$ cat config.mk
export PLATFORM = sky130hd
export DESIGN_NAME = csrchk_top
export DESIGN_NICKNAME = d
export VERILOG_FILES = /design/src/verilog/csrchk_pkg.sv /design/src/verilog/csrchk_decode.sv /design/src/verilog/csrchk_top.sv
export SDC_FILE = /design/constraint.sdc
export NUM_CORES = 1
export LEC_CHECK = 0
export BUFFER_PORTS_ARGS = -buffer_cell sky130_fd_sc_hd__buf_2
export CAP_MARGIN = 10
export CORE_ASPECT_RATIO = 1.4
export CORE_MARGIN = 2
export CORE_UTILIZATION = 45
export DETAILED_ROUTE_END_ITERATION = 10
export PLACE_DENSITY = 0.75
export SLEW_MARGIN = 20
export SYNTH_ARGS = -nofsm -noshare
export SYNTH_HDL_FRONTEND = slang
export SYNTH_SLANG_ARGS = --single-unit
$ cat constraint.sdc
create_clock -name clk -period 3.92 [get_ports clk]
set_clock_uncertainty 0.1 [all_clocks]
set_input_delay 0.196 -clock clk [delete_from_list [all_inputs] [get_ports clk]]
set_output_delay 0.196 -clock clk [all_outputs]
set_load 0.01 [all_outputs]
$ cat src/verilog/csrchk_pkg.sv
// package for the register access checker: address fields, privilege codes,
// access kinds, range constants and the carrier structs shared by the two modules.
// assumes nothing of its surroundings beyond a single core clock.
package csrchk_pkg;

    // address layout
    localparam int CSRCHK_ADDR_W = 12;
    localparam int CSRCHK_RO_MSB = 11;
    localparam int CSRCHK_RO_LSB = 10;
    localparam int CSRCHK_PRV_MSB = 9;
    localparam int CSRCHK_PRV_LSB = 8;
    localparam int CSRCHK_NS_MSB = 7;
    localparam int CSRCHK_NS_LSB = 6;
    localparam int CSRCHK_DATA_W = 32;
    localparam logic [1:0] CSRCHK_RO_CODE = 2'h3;
    localparam logic [1:0] CSRCHK_SHADOW_CODE = 2'h2;
    localparam logic [1:0] CSRCHK_NS_CODE = 2'h3;

    // user non-standard spans
    localparam logic [11:0] CSRCHK_U_NS_RW_LO = 12'h0800;
    localparam logic [11:0] CSRCHK_U_NS_RW_HI = 12'h08ff;
    localparam logic [11:0] CSRCHK_U_NS_RO_LO = 12'h0cc0;
    localparam logic [11:0] CSRCHK_U_NS_RO_HI = 12'h0cff;

    // debug spans at machine level
    localparam logic [11:0] CSRCHK_DBG_STD_LO = 12'h07a0;
    localparam logic [11:0] CSRCHK_DBG_STD_HI = 12'h07af;
    localparam logic [11:0] CSRCHK_DBG_ONLY_LO = 12'h07b0;
    localparam logic [11:0] CSRCHK_DBG_ONLY_HI = 12'h07bf;

    // reset values
    localparam logic [31:0] CSRCHK_DATA_RST = 32'h0000_0000;

    // privilege encoding, machine highest
    typedef enum logic [1:0] {
        CSRCHK_PRV_U = 2'h0,
        CSRCHK_PRV_S = 2'h1,
        CSRCHK_PRV_H = 2'h2,
        CSRCHK_PRV_M = 2'h3
    } csrchk_prv_t;

    // read-modify-write operation of the access instruction
    typedef enum logic [1:0] {
        CSRCHK_OP_WRITE = 2'h1,
        CSRCHK_OP_SET = 2'h2,
        CSRCHK_OP_CLEAR = 2'h3
    } csrchk_op_t;

    // request from the pipeline
    typedef struct packed {
        logic valid;
        logic [11:0] addr;
        csrchk_op_t op;
        logic wr_en;             // zero when the source operand means no write
        logic [31:0] wdata;
        logic [4:0] rd;
        csrchk_prv_t prv;
        logic dbg_mode;
    } csrchk_req_t;

    // decode of one address
    typedef struct packed {
        logic read_only;
        logic [1:0] min_prv;
        logic nonstd;
        logic shadow;
        logic dbg_std;
        logic dbg_only;
    } csrchk_dec_t;

    // answer to the pipeline
    typedef struct packed {
        logic valid;
        logic illegal;
        logic [31:0] rdata;
        logic rd_we;
        logic [4:0] rd;
        csrchk_dec_t cls;
    } csrchk_rsp_t;

endpackage

$ cat src/verilog/csrchk_decode.sv
// address classifier for the register access checker.
// purely combinational; the caller registers whatever it needs.
`timescale 1ns/1ps
`default_nettype none
module csrchk_decode
    import csrchk_pkg::*;
(
    // address in
    input wire logic [11:0] addr,
    // classification out
    output csrchk_dec_t dec
);

    // field split and range compare
    always_comb begin
        dec = '0;
        dec.read_only = (addr[CSRCHK_RO_MSB:CSRCHK_RO_LSB] == CSRCHK_RO_CODE);   // [RULE_02]
        dec.min_prv = addr[CSRCHK_PRV_MSB:CSRCHK_PRV_LSB];                       // [RULE_03]
        if (addr[CSRCHK_PRV_MSB:CSRCHK_PRV_LSB] == CSRCHK_PRV_U) begin
            dec.nonstd = (addr >= CSRCHK_U_NS_RW_LO && addr <= CSRCHK_U_NS_RW_HI) ||
                         (addr >= CSRCHK_U_NS_RO_LO && addr <= CSRCHK_U_NS_RO_HI); // [RULE_10]
        end else begin
            dec.nonstd = (addr[CSRCHK_NS_MSB:CSRCHK_NS_LSB] == CSRCHK_NS_CODE);     // [RULE_10]
            dec.shadow = (addr[CSRCHK_RO_MSB:CSRCHK_RO_LSB] == CSRCHK_SHADOW_CODE); // [RULE_11]
        end
        dec.dbg_std = (addr >= CSRCHK_DBG_STD_LO && addr <= CSRCHK_DBG_STD_HI);      // [RULE_13]
        dec.dbg_only = (addr >= CSRCHK_DBG_ONLY_LO && addr <= CSRCHK_DBG_ONLY_HI);   // [RULE_13]
    end

endmodule
`default_nettype wire

$ cat src/verilog/csrchk_top.sv
// register access checker: holds a small register space, checks each access
// for existence, privilege and writability, and performs the read-modify-write.
// assumes the pipeline issues at most one access per cycle on the core clock
// and holds the destination write until the answer arrives.
`timescale 1ns/1ps
`default_nettype none

// Summary of operation
// RULE_01 - decode a twelve bit register address
// RULE_02 - top bits 11 mean read-only
// RULE_03 - bits 9:8 give lowest allowed privilege
// RULE_04 - privilege codes user to machine, 00-11
// RULE_05 - equal or higher privilege is granted
// RULE_06 - absent register raises illegal instruction
// RULE_07 - low privilege or read-only write illegal
// RULE_08 - writes to read-only bits silently dropped
// RULE_09 - optional invisible trap by higher level
// RULE_10 - classify standard versus non-standard addresses
// RULE_11 - top bits 10 above user are shadows
// RULE_12 - shadow usable by all higher levels
// RULE_13 - debug standard and debug-only spans
// RULE_14 - machine access to debug span illegal
// RULE_15 - debug mode ranks above machine
// RULE_16 - each access is atomic read-modify-write
// RULE_17 - illegal reported same cycle, updates suppressed; the registered answer here comes one cycle later
module csrchk_top
    import csrchk_pkg::*;
#(
    parameter int NUM_REGS = 16,
    // implemented addresses, one per entry
    parameter logic [NUM_REGS*12-1:0] REG_ADDRS = '0,
    // writable bit mask per entry; zero bits are read-only bits
    parameter logic [NUM_REGS*32-1:0] REG_WMASK = '1,
    // when set, machine access to the debug span is refused
    parameter bit DBG_SPAN_ILLEGAL = 1'b1
)
(
    // clock and reset
    input wire logic clk,
    input wire logic rst,
    // pipeline request
    input wire csrchk_req_t req,
    // higher level asks to intercept otherwise legal lower level accesses made at exactly the register's lowest allowed privilege
    input wire logic intercept_en,
    // pipeline answer
    output csrchk_rsp_t rsp,
    output logic intercept_q
);

    localparam int IDX_W = (NUM_REGS > 1) ? $clog2(NUM_REGS) : 1;

    csrchk_dec_t dec;
    logic [NUM_REGS-1:0] hit;
    logic [NUM_REGS*32-1:0] regs_q, regs_d;
    logic [IDX_W-1:0] idx;
    logic exists;
    logic [2:0] eff_prv;
    logic writes;
    logic prv_bad;
    logic ro_bad;
    logic dbg_bad;
    logic illegal;
    logic trap;
    logic [31:0] old_val;
    logic [31:0] new_val;
    logic [31:0] mask;
    csrchk_rsp_t rsp_d;
    logic intercept_d;

    // address classification
    csrchk_decode u_dec (
        .addr(req.addr),   // [RULE_01]
        .dec(dec)
    );

    // per entry address match
    genvar g;
    generate
        for (g = 0; g < NUM_REGS; g++) begin : g_hit
            assign hit[g] = (REG_ADDRS[g*12 +: 12] == req.addr);
        end
    endgenerate

    // select the hit entry and check the access
    always_comb begin
        idx = '0;
        exists = 1'b0;
        for (int i = 0; i < NUM_REGS; i++) begin
            if (hit[i] && !exists) begin
                idx = IDX_W'(i);
                exists = 1'b1;
            end
        end
        // debug mode counts as one level above machine
        eff_prv = req.dbg_mode ? 3'h4 : {1'b0, req.prv};                     // [RULE_04] [RULE_15]
        writes = req.wr_en;
        prv_bad = (eff_prv < {1'b0, dec.min_prv});                           // [RULE_05] [RULE_12]
        ro_bad = writes && dec.read_only;                                    // [RULE_07]
        dbg_bad = (dec.dbg_only && !req.dbg_mode) ||
                  (DBG_SPAN_ILLEGAL && (dec.dbg_std || dec.dbg_only) && !req.dbg_mode); // [RULE_14] [RULE_15]
        illegal = !exists || prv_bad || ro_bad || dbg_bad;                   // [RULE_06] [RULE_07]
        trap = intercept_en && !illegal && (eff_prv > {1'b0, dec.min_prv}) == 1'b0 &&
               req.prv != CSRCHK_PRV_M && !req.dbg_mode;                     // [RULE_09]
        old_val = regs_q[idx*32 +: 32];
        mask = REG_WMASK[idx*32 +: 32];
        unique case (req.op)
            CSRCHK_OP_SET: new_val = old_val | req.wdata;
            CSRCHK_OP_CLEAR: new_val = old_val & ~req.wdata;
            default: new_val = req.wdata;
        endcase
        // read-only bits keep their old value
        new_val = (new_val & mask) | (old_val & ~mask);                      // [RULE_08]
    end

    // register update and answer
    always_comb begin
        regs_d = regs_q;
        rsp_d = '0;
        intercept_d = 1'b0;
        if (req.valid) begin
            rsp_d.valid = 1'b1;
            rsp_d.illegal = illegal;                                         // [RULE_17]
            rsp_d.rd = req.rd;
            rsp_d.cls = dec;
            rsp_d.rdata = (illegal || trap) ? 32'h0000_0000 : old_val;
            rsp_d.rd_we = !illegal && !trap;                                 // [RULE_17]
            intercept_d = trap;                                              // [RULE_09]
            if (!illegal && !trap && writes) begin
                regs_d[idx*32 +: 32] = new_val;                              // [RULE_16]
            end
        end
    end

    // state registers
    always_ff @(posedge clk or posedge rst) begin
        if (rst) begin
            regs_q <= {NUM_REGS{CSRCHK_DATA_RST}};
            rsp <= '0;
            intercept_q <= 1'b0;
        end else begin
            regs_q <= regs_d;
            rsp <= rsp_d;
            intercept_q <= intercept_d;
        end
    end

    // write to a read-only address always answers illegal next cycle
    property p_ro_write;
        @(posedge clk) disable iff (rst)
        (req.valid && req.wr_en && req.addr[11:10] == 2'h3) |=> (rsp.valid && rsp.illegal && !rsp.rd_we);
    endproperty
    a_ro_write: assert property (p_ro_write) else $error("read-only write not refused"); // [RULE_07]

    // too low a privilege is refused
    property p_prv;
        @(posedge clk) disable iff (rst)
        (req.valid && !req.dbg_mode && req.prv < req.addr[9:8]) |=> rsp.illegal;
    endproperty
    a_prv: assert property (p_prv) else $error("low privilege access not refused"); // [RULE_05]

    // refused accesses never change the register space
    property p_no_update;
        @(posedge clk) disable iff (rst)
        (req.valid && illegal) |=> (regs_q == $past(regs_q));
    endproperty
    a_no_update: assert property (p_no_update) else $error("illegal access changed state"); // [RULE_17]

    // unimplemented address refused
    property p_absent;
        @(posedge clk) disable iff (rst)
        (req.valid && hit == '0) |=> (rsp.illegal && rsp.rdata == 32'h0000_0000);
    endproperty
    a_absent: assert property (p_absent) else $error("absent register not refused"); // [RULE_06]

    // debug-only span refused outside debug mode
    property p_dbg;
        @(posedge clk) disable iff (rst)
        (req.valid && !req.dbg_mode && req.addr[11:4] == 8'h7b) |=> rsp.illegal;
    endproperty
    a_dbg: assert property (p_dbg) else $error("debug span reached outside debug mode"); // [RULE_15]

    // machine access to the debug span refused
    property p_dbg_m;
        @(posedge clk) disable iff (rst)
        (req.valid && DBG_SPAN_ILLEGAL && !req.dbg_mode && req.addr[11:5] == 7'h3d) |=> rsp.illegal;
    endproperty
    a_dbg_m: assert property (p_dbg_m) else $error("machine debug span access allowed"); // [RULE_14]

    // a legal write lands within one cycle
    property p_write;
        @(posedge clk) disable iff (rst)
        (req.valid && !illegal && !trap && writes) |=> (regs_q[$past(idx)*32 +: 32] == $past(new_val));
    endproperty
    a_write: assert property (p_write) else $error("legal write not applied"); // [RULE_16]

    // masked bits keep their old value
    property p_mask;
        @(posedge clk) disable iff (rst)
        req.valid |=> ((regs_q[$past(idx)*32 +: 32] & ~$past(mask)) == ($past(old_val) & ~$past(mask)));
    endproperty
    a_mask: assert property (p_mask) else $error("read-only bit changed"); // [RULE_08]

    // classification of user non-standard read-write span
    property p_ns;
        @(posedge clk) disable iff (rst)
        (req.valid && req.addr[11:8] == 4'h8) |=> rsp.cls.nonstd;
    endproperty
    a_ns: assert property (p_ns) else $error("user non-standard span misclassified"); // [RULE_10]

    // shadow addresses above user level are classified as such
    property p_shadow;
        @(posedge clk) disable iff (rst)
        (req.valid && req.addr[11:10] == 2'h2 && req.addr[9:8] != 2'h0) |=> rsp.cls.shadow;
    endproperty
    a_shadow: assert property (p_shadow) else $error("shadow address misclassified"); // [RULE_11]

    // an intercepted access is neither refused nor written back
    property p_intercept;
        @(posedge clk) disable iff (rst)
        (req.valid && intercept_en && !illegal && !req.dbg_mode && req.prv != CSRCHK_PRV_M &&
         req.prv == req.addr[9:8]) |=> (intercept_q && !rsp.illegal && !rsp.rd_we);
    endproperty
    a_intercept: assert property (p_intercept) else $error("interception not shown as expected"); // [RULE_09]

    // no request, no answer
    property p_idle;
        @(posedge clk) disable iff (rst)
        !req.valid |=> (!rsp.valid && !intercept_q);
    endproperty
    a_idle: assert property (p_idle) else $error("answer without a request"); // [RULE_17]

endmodule
`default_nettype wire

==> results of run 1 <==
-- area by class of cell --
class / count / area, µm² / share of cell area [%]
Multi-Input combinational cell: 202 / 1270 / 29.5
Clock buffer: 14 / 183 / 4.25
Clock inverter: 2 / 35.0 / 0.815
Timing Repair Buffer: 120 / 666 / 15.5
Sequential cell: 80 / 2000 / 46.6
Inverter: 6 / 23.8 / 0.553
Tap cell: 97 / 121 / 2.82
-- sequential cells by signal (all words and copies together) (netlist names) --
signal and cells:
rsp 47, intercept_q 1, regs_q 32
-- tightest hold or removal path, stage by stage --
cell and delay (ns):
buf_2 0.13, nand2_1 0.06, inv_1 0.04
-- worst max-delay path by stage --
| stage | cells past startpoint | startpoint | slack (ns) | endpoint |
|---|---|---|---|---|
| final | 8 | req[47] | 1.30 | regs_q[9] |
| after global routing | 8 | req[47] | 1.15 | regs_q[9] |
| after CTS | 8 | req[47] | 1.31 | regs_q[9] |
| after detailed placement | 9 | req[0] | 1.43 | regs_q[9] |
| after global placement | 9 | req[2] | 1.52 | regs_q[9] |
| after floorplan | 1 | rst | 1.57 | intercept_q |
-- synth_stat cells (2+ instances only) --
library cell	count	area, µm²
a21oi_1	28	140
a21oi_2	30	263
and2_1	38	238
and3_1	2	12.5
buf_12	2	40.0
buf_6	6	67.6
buf_8	2	30.0
clkbuf_1	10	37.5
dfrtp_1	80	2000
ha_1	2	25.0
inv_1	6	22.5
mux2i_1	4	40.0
nand2_1	5	18.8
nand2b_1	2	12.5
nand3_1	34	170
nand3b_1	7	52.6
nor2_1	6	22.5
nor2b_1	4	25.0
nor3_1	2	10.0
nor4_2	2	25.0
o21ai_0	28	140
-- stage by stage --
| step | setup WS (ns) | power [mW] | area, µm² |
|---|---|---|---|
| 4_1_cts | 1.31 | 1.65 | 4290 |
| 5_1_grt | 1.15 | 1.71 | 4300 |
| 3_5_place_dp | 1.43 | 1.00 | 3960 |
| 2_1_floorplan | 1.57 | 0.937 | 3460 |
| 6_report | 1.30 | 1.64 | 4300 |
| 3_3_place_gp | 1.52 | 0.993 | 3960 |
-- cell families (layout without fill, tap and decap cells) --
group	count (synthesis)	after routing	synth area share (%)
fa+ha+maj	2	2	0.722
flops	80	80	57.8
compound gates	89	89	16.3
buf+inv	27	142	5.81
mux	4	4	1.16
simple gates	107	107	18.2
-- per-layer routing --
metal	global-route usage (%)	share of wire [%]	up-vias
met5	0	0	-
met4	9.65	3.0	0
met3	3.94	4.9	15
met2	30.4	51	92
met1	21.8	41	1233
li1	-	-	1288
-- where the power goes --
group	leakage (nW)	internal, mW	total (mW)	switching, mW
registers	1.09	0.841	0.850	0.00855
logic	0.946	0.0580	0.142	0.0838
clock network	0.113	0.363	0.647	0.284
total	2.14	1.26	1.64	0.376
-- timing repair --
action | CTS | global route
hold endpoints to repair | 54 | 1
resized for setup | 0 | 0
hold buffers | 11 | 1
==> impl_metrics.toml, run 1 <==
[status]
status = "finished clean"

[clock_network]
clk_pin_slew_worst_paths_ns = 0.08
cts_sinks = 80
cts_tree = "built"
cts_setup_buffers = 0
cts_buffers = 9
root_buffer = "clkbuf_8"
cts_max_level = 3
clkLatencyLatePin_ns = 0.35
cts_buffer_depth = 2

[floorplan]
start_util_pct = 46.8
io_pins = 107
die_h_um = 108
coreArea_mm2 = 0.00741
fp.dieW_um = 78.2
core.rowCount = 37
dieArea_mm2 = 0.00843

[critical_path]
critPathLaunchType = "primary input"
rrSetupSlack_ns = 3.08
cp_num_buf_inv = 3
r2r_end = "regs_q[30]"
crit_arrival_ns = 2.75
rr_worst_depth = 2
critPathMaxFanout = 64
path_class = "primary input to flip-flop"
crit_path_cell_trace = "dlygate4sd3_1, buf_2, nor4_2, nand4_1, nor4_4, buf_4, mux2i_1, nand3_1"
slowest_delay_ns = 0.69
critical-path-top-delay-family = "buffers and inverters"
r2r_start = "regs_q[30]"
cp_slowest_cell = "buf_4"
endpoint_kind = "flip-flop"
cp.required_ns = 4.05

[placement]
gp_congestion = 0.787
io_buffers = 106
dp_cells = 493
hpwl_mm = 4.60

[timing]
worst_pin_slew_ns = 0.939
maxSlewHeadroom_pct = 37.4
tns_ns = 0
finalHoldViolCount = 0
drv_slew = 0
rsz0062_at_grt = "no"
period_share_pct = 66.8
finalSetupViolations = 0
fin_crit_ns = 2.62
fmax_ghz = 0.382
holdWs_ns = 0.00829

[logic_synthesis]
synth-seq-area-share_pct = 57.8
synthArstFlopShare_pct = 100
synth_seq_cells = 80
dominantRegCellSynth = "dfrtp_1"
synthCells = 309
ys_warn_count = 0
synth-edff-count = 0
syn_nets = 370
avgSynthCellArea_um2 = 11.2
yosys.cell_types.count = 30
synth_area_mm2 = 0.00346

[drt]
first_pass_iters = 4
vias_per_cell = 5.04
antenna_left = 0
postRouteWirelength_mm = 7.16
wl_per_cell_um = 13.7
post-route-drc-count = 0
vias = 2628
drt_iter0_drc = 151

[finish]
drive_above_1_share_pct = 37.3
nFillCells = 632
fin_cells = 521
area_growth_pct = 24.1
layout_common_cells = "buf_2, dfrtp_1, and2_1"
nNetsFinal = 480
diodes = 0
fin_util_pct = 58.1
layout_commonest_cell = "buf_2"

[power_and_ir_drop]
p_leak_nw = 2.14
powerDensity_mw_per_mm2 = 381
peakVddDrop_mv = 0.176

[hold_path]
hp-class = "primary input to flip-flop"
hold_end = "rsp[4]"
whs_path_depth = 3
hold_start = "req[51]"

[grt]
grt_max_degree = 65
grt_first_pass_wirelength_mm = 11.7
track_usage_pct = 18.1
antenna_found_initial = 0
grt_overflow = 0
grt_pass1_vias = 2494

[run]
maxCapViolCount = 0
(Power assumes the default switching activity.)
==> run 2, diff against run 1 <==
- PLACE_DENSITY: 0.75 -> 0.77
- clock period: 3.92 -> 2.3 ns (I/O delays scaled with it)
==> impl_metrics.toml, run 2 (synthesis results as in run 1) <==
[critical_path]
cp.required_ns = 2.48
critPathMaxFanout = 20
rr_worst_depth = 2
crit_arrival_ns = 2.48
endpoint_kind = "flip-flop"
critPathLaunchType = "primary input"
path_class = "primary input to flip-flop"

[finish]
largest_register = "rsp"
layout_commonest_cell = "buf_2"
drive_above_1_share_pct = 35.7
largest_reg_flops = 47
area_growth_pct = 39.4
fin_cells = 571
nFillCells = 572
layout_common_cells = "buf_2, dfrtp_1, dlygate4sd3_1"
diodes = 0
fin_util_pct = 65.2
seqCellArea_mm2 = 0.00200
nNetsFinal = 530
multi_input_area_mm2 = 0.00128
top_regs = "rsp: 47 flops, regs_q: 32 flops, intercept_q: 1 flops"

[floorplan]
start_util_pct = 46.8
core.rowCount = 37
coreArea_mm2 = 0.00741
fp.dieW_um = 78.2
dieArea_mm2 = 0.00843
die_h_um = 108
io_pins = 107

[timing]
finalHoldViolCount = 0
drv_slew = 0
period_share_pct = 99.6
setup_ws_ns = 0.00940
fin_crit_ns = 2.29
maxSlewHeadroom_pct = 55.8
tns_ns = 0
fmax_ghz = 0.437
finalSetupViolations = 0
worst_pin_slew_ns = 0.663

[clock_network]
cts_sinks = 80
cts_tree = "built"
cts_buffer_depth = 2
root_buffer = "clkbuf_8"
cts_buffers = 9
clk_pin_slew_worst_paths_ns = 0.07
clkLatencyLatePin_ns = 0.35
cts_max_level = 3

[power_and_ir_drop]
power_mw = 2.86
p_leak_nw = 2.38
powerDensity_mw_per_mm2 = 592
peakVddDrop_mv = 0.281

[grt]
grt_pass1_vias = 2823
grt_max_degree = 41
met2_usage_pct = 36.2
track_usage_pct = 20.7
grt_util_met3_pct = 3.61
grt.met1_usage_pct = 23.3
antenna_found_initial = 0
top_usage_layer = "met2"
grt_overflow = 0
grt_first_pass_wirelength_mm = 13.3

[drt]
wl_per_cell_um = 15.1
post-route-drc-count = 0
postRouteWirelength_mm = 8.63
antenna_left = 0
vias_per_cell = 5.11
drt_iter0_drc = 119
vias = 2919
first_pass_iters = 4

[status]
status = "finished clean"

[placement]
gp_congestion = 0.851
hpwl_mm = 4.89
dp_worst_setup_slack_ns = 0.203
dp_cells = 499
io_buffers = 106

[hold_path]
whs_path_depth = 4
hp-class = "primary input to flip-flop"

[run]
maxCapViolCount = 0
==> run 2: path summary, 6_finish.rpt <==
check	endpoint	start	slack, ns
worst max-delay path	regs_q[31]	req[52]	0.009
worst min-delay path	intercept_q	req[1]	0.02
worst max register to register	regs_q[9]	regs_q[9]	1.46
worst min register to register	rsp[31]	regs_q[18]	0.38
max in group asynchronous	regs_q[19]	rst	1.19
min in group asynchronous	rsp[26]	rst	0.27
==> run 2: area by class of cell <==
| type | count | share of cell area (%) |
|---|---|---|
| Multi-Input combinational cell | 202 | 26.5 |
| Clock inverter | 2 | 0.726 |
| Tap cell | 97 | 2.51 |
| Clock buffer | 14 | 3.78 |
| Inverter | 6 | 0.492 |
| Sequential cell | 80 | 41.5 |
| Timing Repair Buffer | 170 | 24.5 |
==> run 2: layer usage <==
metal / vias to the layer above / part of all wire (%) / wire length, µm
li1: 1383 / - / -
met1: 1407 / 40 / 3480
met2: 105 / 52 / 4500
met3: 24 / 4.1 / 355
met4: 0 / 3.5 / 301
met5: - / 0 / 0
==> run 2: stage by stage <==
step,instance area (µm²),hold WS [ns]
CTS,4770,0.0468
global route,4830,0.0224
global placement,4030,0.113
detailed placement,4030,0.120
floorplan,3460,0.0464
finish,4830,0.0216
==> run 2: critical path, cell delays in order <==
cell and delay [ns]:
dlygate4sd3_1 0.53, buf_2 0.16, inv_1 0.05, ha_1 0.33, nand4b_1 0.16, a21oi_2 0.09, nor4_4 0.39, buf_4 0.19
buf_6 0.24, nand3b_1 0.11, nand3_1 0.09
==> run 2: power breakdown <==
group          internal, mW  switching [mW]
logic                 0.152           0.164
clock network         0.619           0.475
registers              1.43          0.0164
==> run 2: what timing repair did <==
item                                    in CTS  in global routing
hold buffers                                52                  1
gates resized for setup                      0                  5
setup buffers                                0                  2
endpoints found under the setup margin       0                 47
endpoints found under the hold margin       78                  1
==> run 3, diff against run 2 <==
- ABC_AREA: default -> 1
- SETUP_SLACK_MARGIN: default -> 0.2
==> impl_metrics.toml, run 3 <==
[status]
status = "finished clean"

[logic_synthesis]
synth_compound_area_share_pct = 9.36
synthAdderAreaFrac_pct = 0.706
synth_seq_cells = 80
yosysMostFrequentCell = "nand2_1"
yosys-top-cells-count = "nand2_1, dfrtp_1, a21oi_1, inv_1, nor2_1"
synth_top_area_share_pct = 56.5
synth-seq-area-share_pct = 56.5
synth-xor-area-share_pct = 0
synth_area_leader_cell = "dfrtp_1"
yosys.cell_types.count = 24
yosys.area_share.simple_pct = 22.6
dominantRegCellSynth = "dfrtp_1"
avgSynthCellArea_um2 = 8.75
synth_area_leaders = "dfrtp_1, nand2_1, a21oi_1"
synth-edff-count = 0
synthMuxAreaShare_pct = 0
synthCells = 405
synth_top_family_by_area = "simple AND/OR/NAND/NOR gates"
synthArstFlopShare_pct = 100
ys_warn_count = 0
syn_nets = 466
synth_area_mm2 = 0.00354

[floorplan]
dieArea_mm2 = 0.00861
start_util_pct = 46.0
coreArea_mm2 = 0.00770
core.rowCount = 38
die_h_um = 109
fp.dieW_um = 79.0
io_pins = 107

[critical_path]
cp_slowest_cell = "dlygate4sd3_1"
critPathLaunchType = "primary input"
endpoint_kind = "flip-flop"
cp.required_ns = 2.49
slowest_delay_ns = 0.59
critPathMaxFanout = 2
cpMostUsedCell = "dlygate4sd3_1"
crit_arrival_ns = 2.29
rrSetupSlack_ns = 1.26
crit_path_cell_trace = "dlygate4sd3_1, buf_2, nand3_1, dlygate4sd3_1, nor4_2, dlygate4sd3_1"
path_class = "primary input to flip-flop"

[grt]
grt_overflow = 0
grt_pass1_vias = 3186
track_usage_pct = 21.8
antenna_found_initial = 0
grt_first_pass_wirelength_mm = 14.5
grt_max_degree = 81

[placement]
dp_worst_setup_slack_ns = 0.376
io_buffers = 106
gp_congestion = 0.812
dp_cells = 594
hpwl_mm = 5.36

[drt]
wl_per_cell_um = 13.6
first_pass_iters = 5
vias = 3320
postRouteWirelength_mm = 9.02
vias_per_cell = 5.02
post-route-drc-count = 0
drt_iter0_drc = 316
antenna_left = 0

[finish]
area_growth_pct = 35.6
seqCellArea_mm2 = 0.00200
diodes = 0
multi_input_area_mm2 = 0.00118
largest_reg_flops = 47
nNetsFinal = 619
layout_commonest_cell = "buf_2"
nFillCells = 690
top_regs = "rsp: 47 flops, regs_q: 32 flops, intercept_q: 1 flops"
fin_cells = 661
layout_common_cells = "buf_2, nand2_1, dfrtp_1"
largest_register = "rsp"
drive_above_1_share_pct = 24.1

[power_and_ir_drop]
peakVddDrop_mv = 0.348
powerDensity_mw_per_mm2 = 545
power_mw = 2.62
p_leak_nw = 2.61

[timing]
drv_slew = 0
fin_crit_ns = 2.10
finalSetupViolations = 0
holdWs_ns = 0.0197
period_share_pct = 91.3
rsz0062_at_grt = "yes"
worst_pin_slew_ns = 0.496
setup_ws_ns = 0.199
maxSlewHeadroom_pct = 66.9
finalHoldViolCount = 0
tns_ns = 0
fmax_ghz = 0.476

[clock_network]
cts_buffer_depth = 2
cts_sinks = 80
cts_tree = "built"
cts_setup_buffers = 0
clk_pin_slew_worst_paths_ns = 0.07
cts_max_level = 3
cts_buffers = 9
root_buffer = "clkbuf_8"
clkLatencyLatePin_ns = 0.35

[hold_path]
hp-class = "primary input to flip-flop"

[run]
maxCapViolCount = 0
-- run 3: cell types whose count changed in the layout (fill, tap and decap cells not counted), moves of 4 or more --
cell,delta
nand2_1,+89
inv_1,+50
and2_1,-38
nor2_1,+33
nand3_1,-32
nand4_1,+32
a21oi_2,-31
a21oi_1,+29
o21ai_0,-24
nand3b_1,-7
inv_2,+4
mux2i_1,-4
nor2b_1,-4
-- run 3: worst max-delay path, delay by kind of cell --
family                 cells  cell delay [ns]
buffers and inverters      4             1.83
AND/OR/NAND/NOR            2             0.35
-- run 3: where the power goes --
group | total, mW | internal, mW | switching [mW]
registers | 1.42 | 1.42 | 0.00323
clock network | 0.888 | 0.410 | 0.478
logic | 0.310 | 0.139 | 0.171
total | 2.62 | 1.97 | 0.652
-- run 3: cell type report --
cell class	instances	area share, %
Clock inverter	1	0.104
Tap cell	100	2.61
Clock buffer	13	3.10
Inverter	60	4.77
Multi-Input combinational cell	243	24.6
Sequential cell	80	41.7
Timing Repair Buffer	164	23.2
-- run 3: worst paths after layout --
kind / from / to / cells past startpoint
setup / recovery: req[48] / rsp[0] / 6
hold / removal: req[24] / regs_q[16] / 4
setup reg to reg: regs_q[27] / regs_q[27] / 4
hold reg to reg: regs_q[18] / regs_q[18] / 2
max in group asynchronous: rst / regs_q[17] / 4
min in group asynchronous: rst / rsp[33] / 4
-- run 3: cells by family (layout without fill, tap and decap cells) --
group,count (synthesis),count (layout)
buffers and inverters,83,238
flip-flops,80,80
AND/OR/NAND/NOR,177,178
adder cells (fa/ha/maj),2,2
AO/OA/AOI/OAI,63,63
-- run 3: repair_timing --
| action | CTS | global route |
|---|---|---|
| endpoints found under the setup margin | 0 | 33 |
| resized for setup | 0 | 3 |
| hold buffers | 52 | 0 |
| hold endpoints to repair | 124 | 0 |
-- run 3: metrics by stage --
step	util, %	instance area, µm²
final	62.3	4800
after global routing	62.3	4800
after CTS	62.0	4770
after detailed placement	53.2	4100
after global placement	53.2	4100
after floorplan	-	3550
-- run 3: metal layers --
metal | share of wire (%) | global-route usage (%) | vias to the layer above
li1 | - | - | 1598
met1 | 41 | 26.3 | 1546
met2 | 49 | 36.0 | 156
met3 | 7.3 | 6.21 | 20
met4 | 2.6 | 9.98 | 0
met5 | 0 | 0 | -
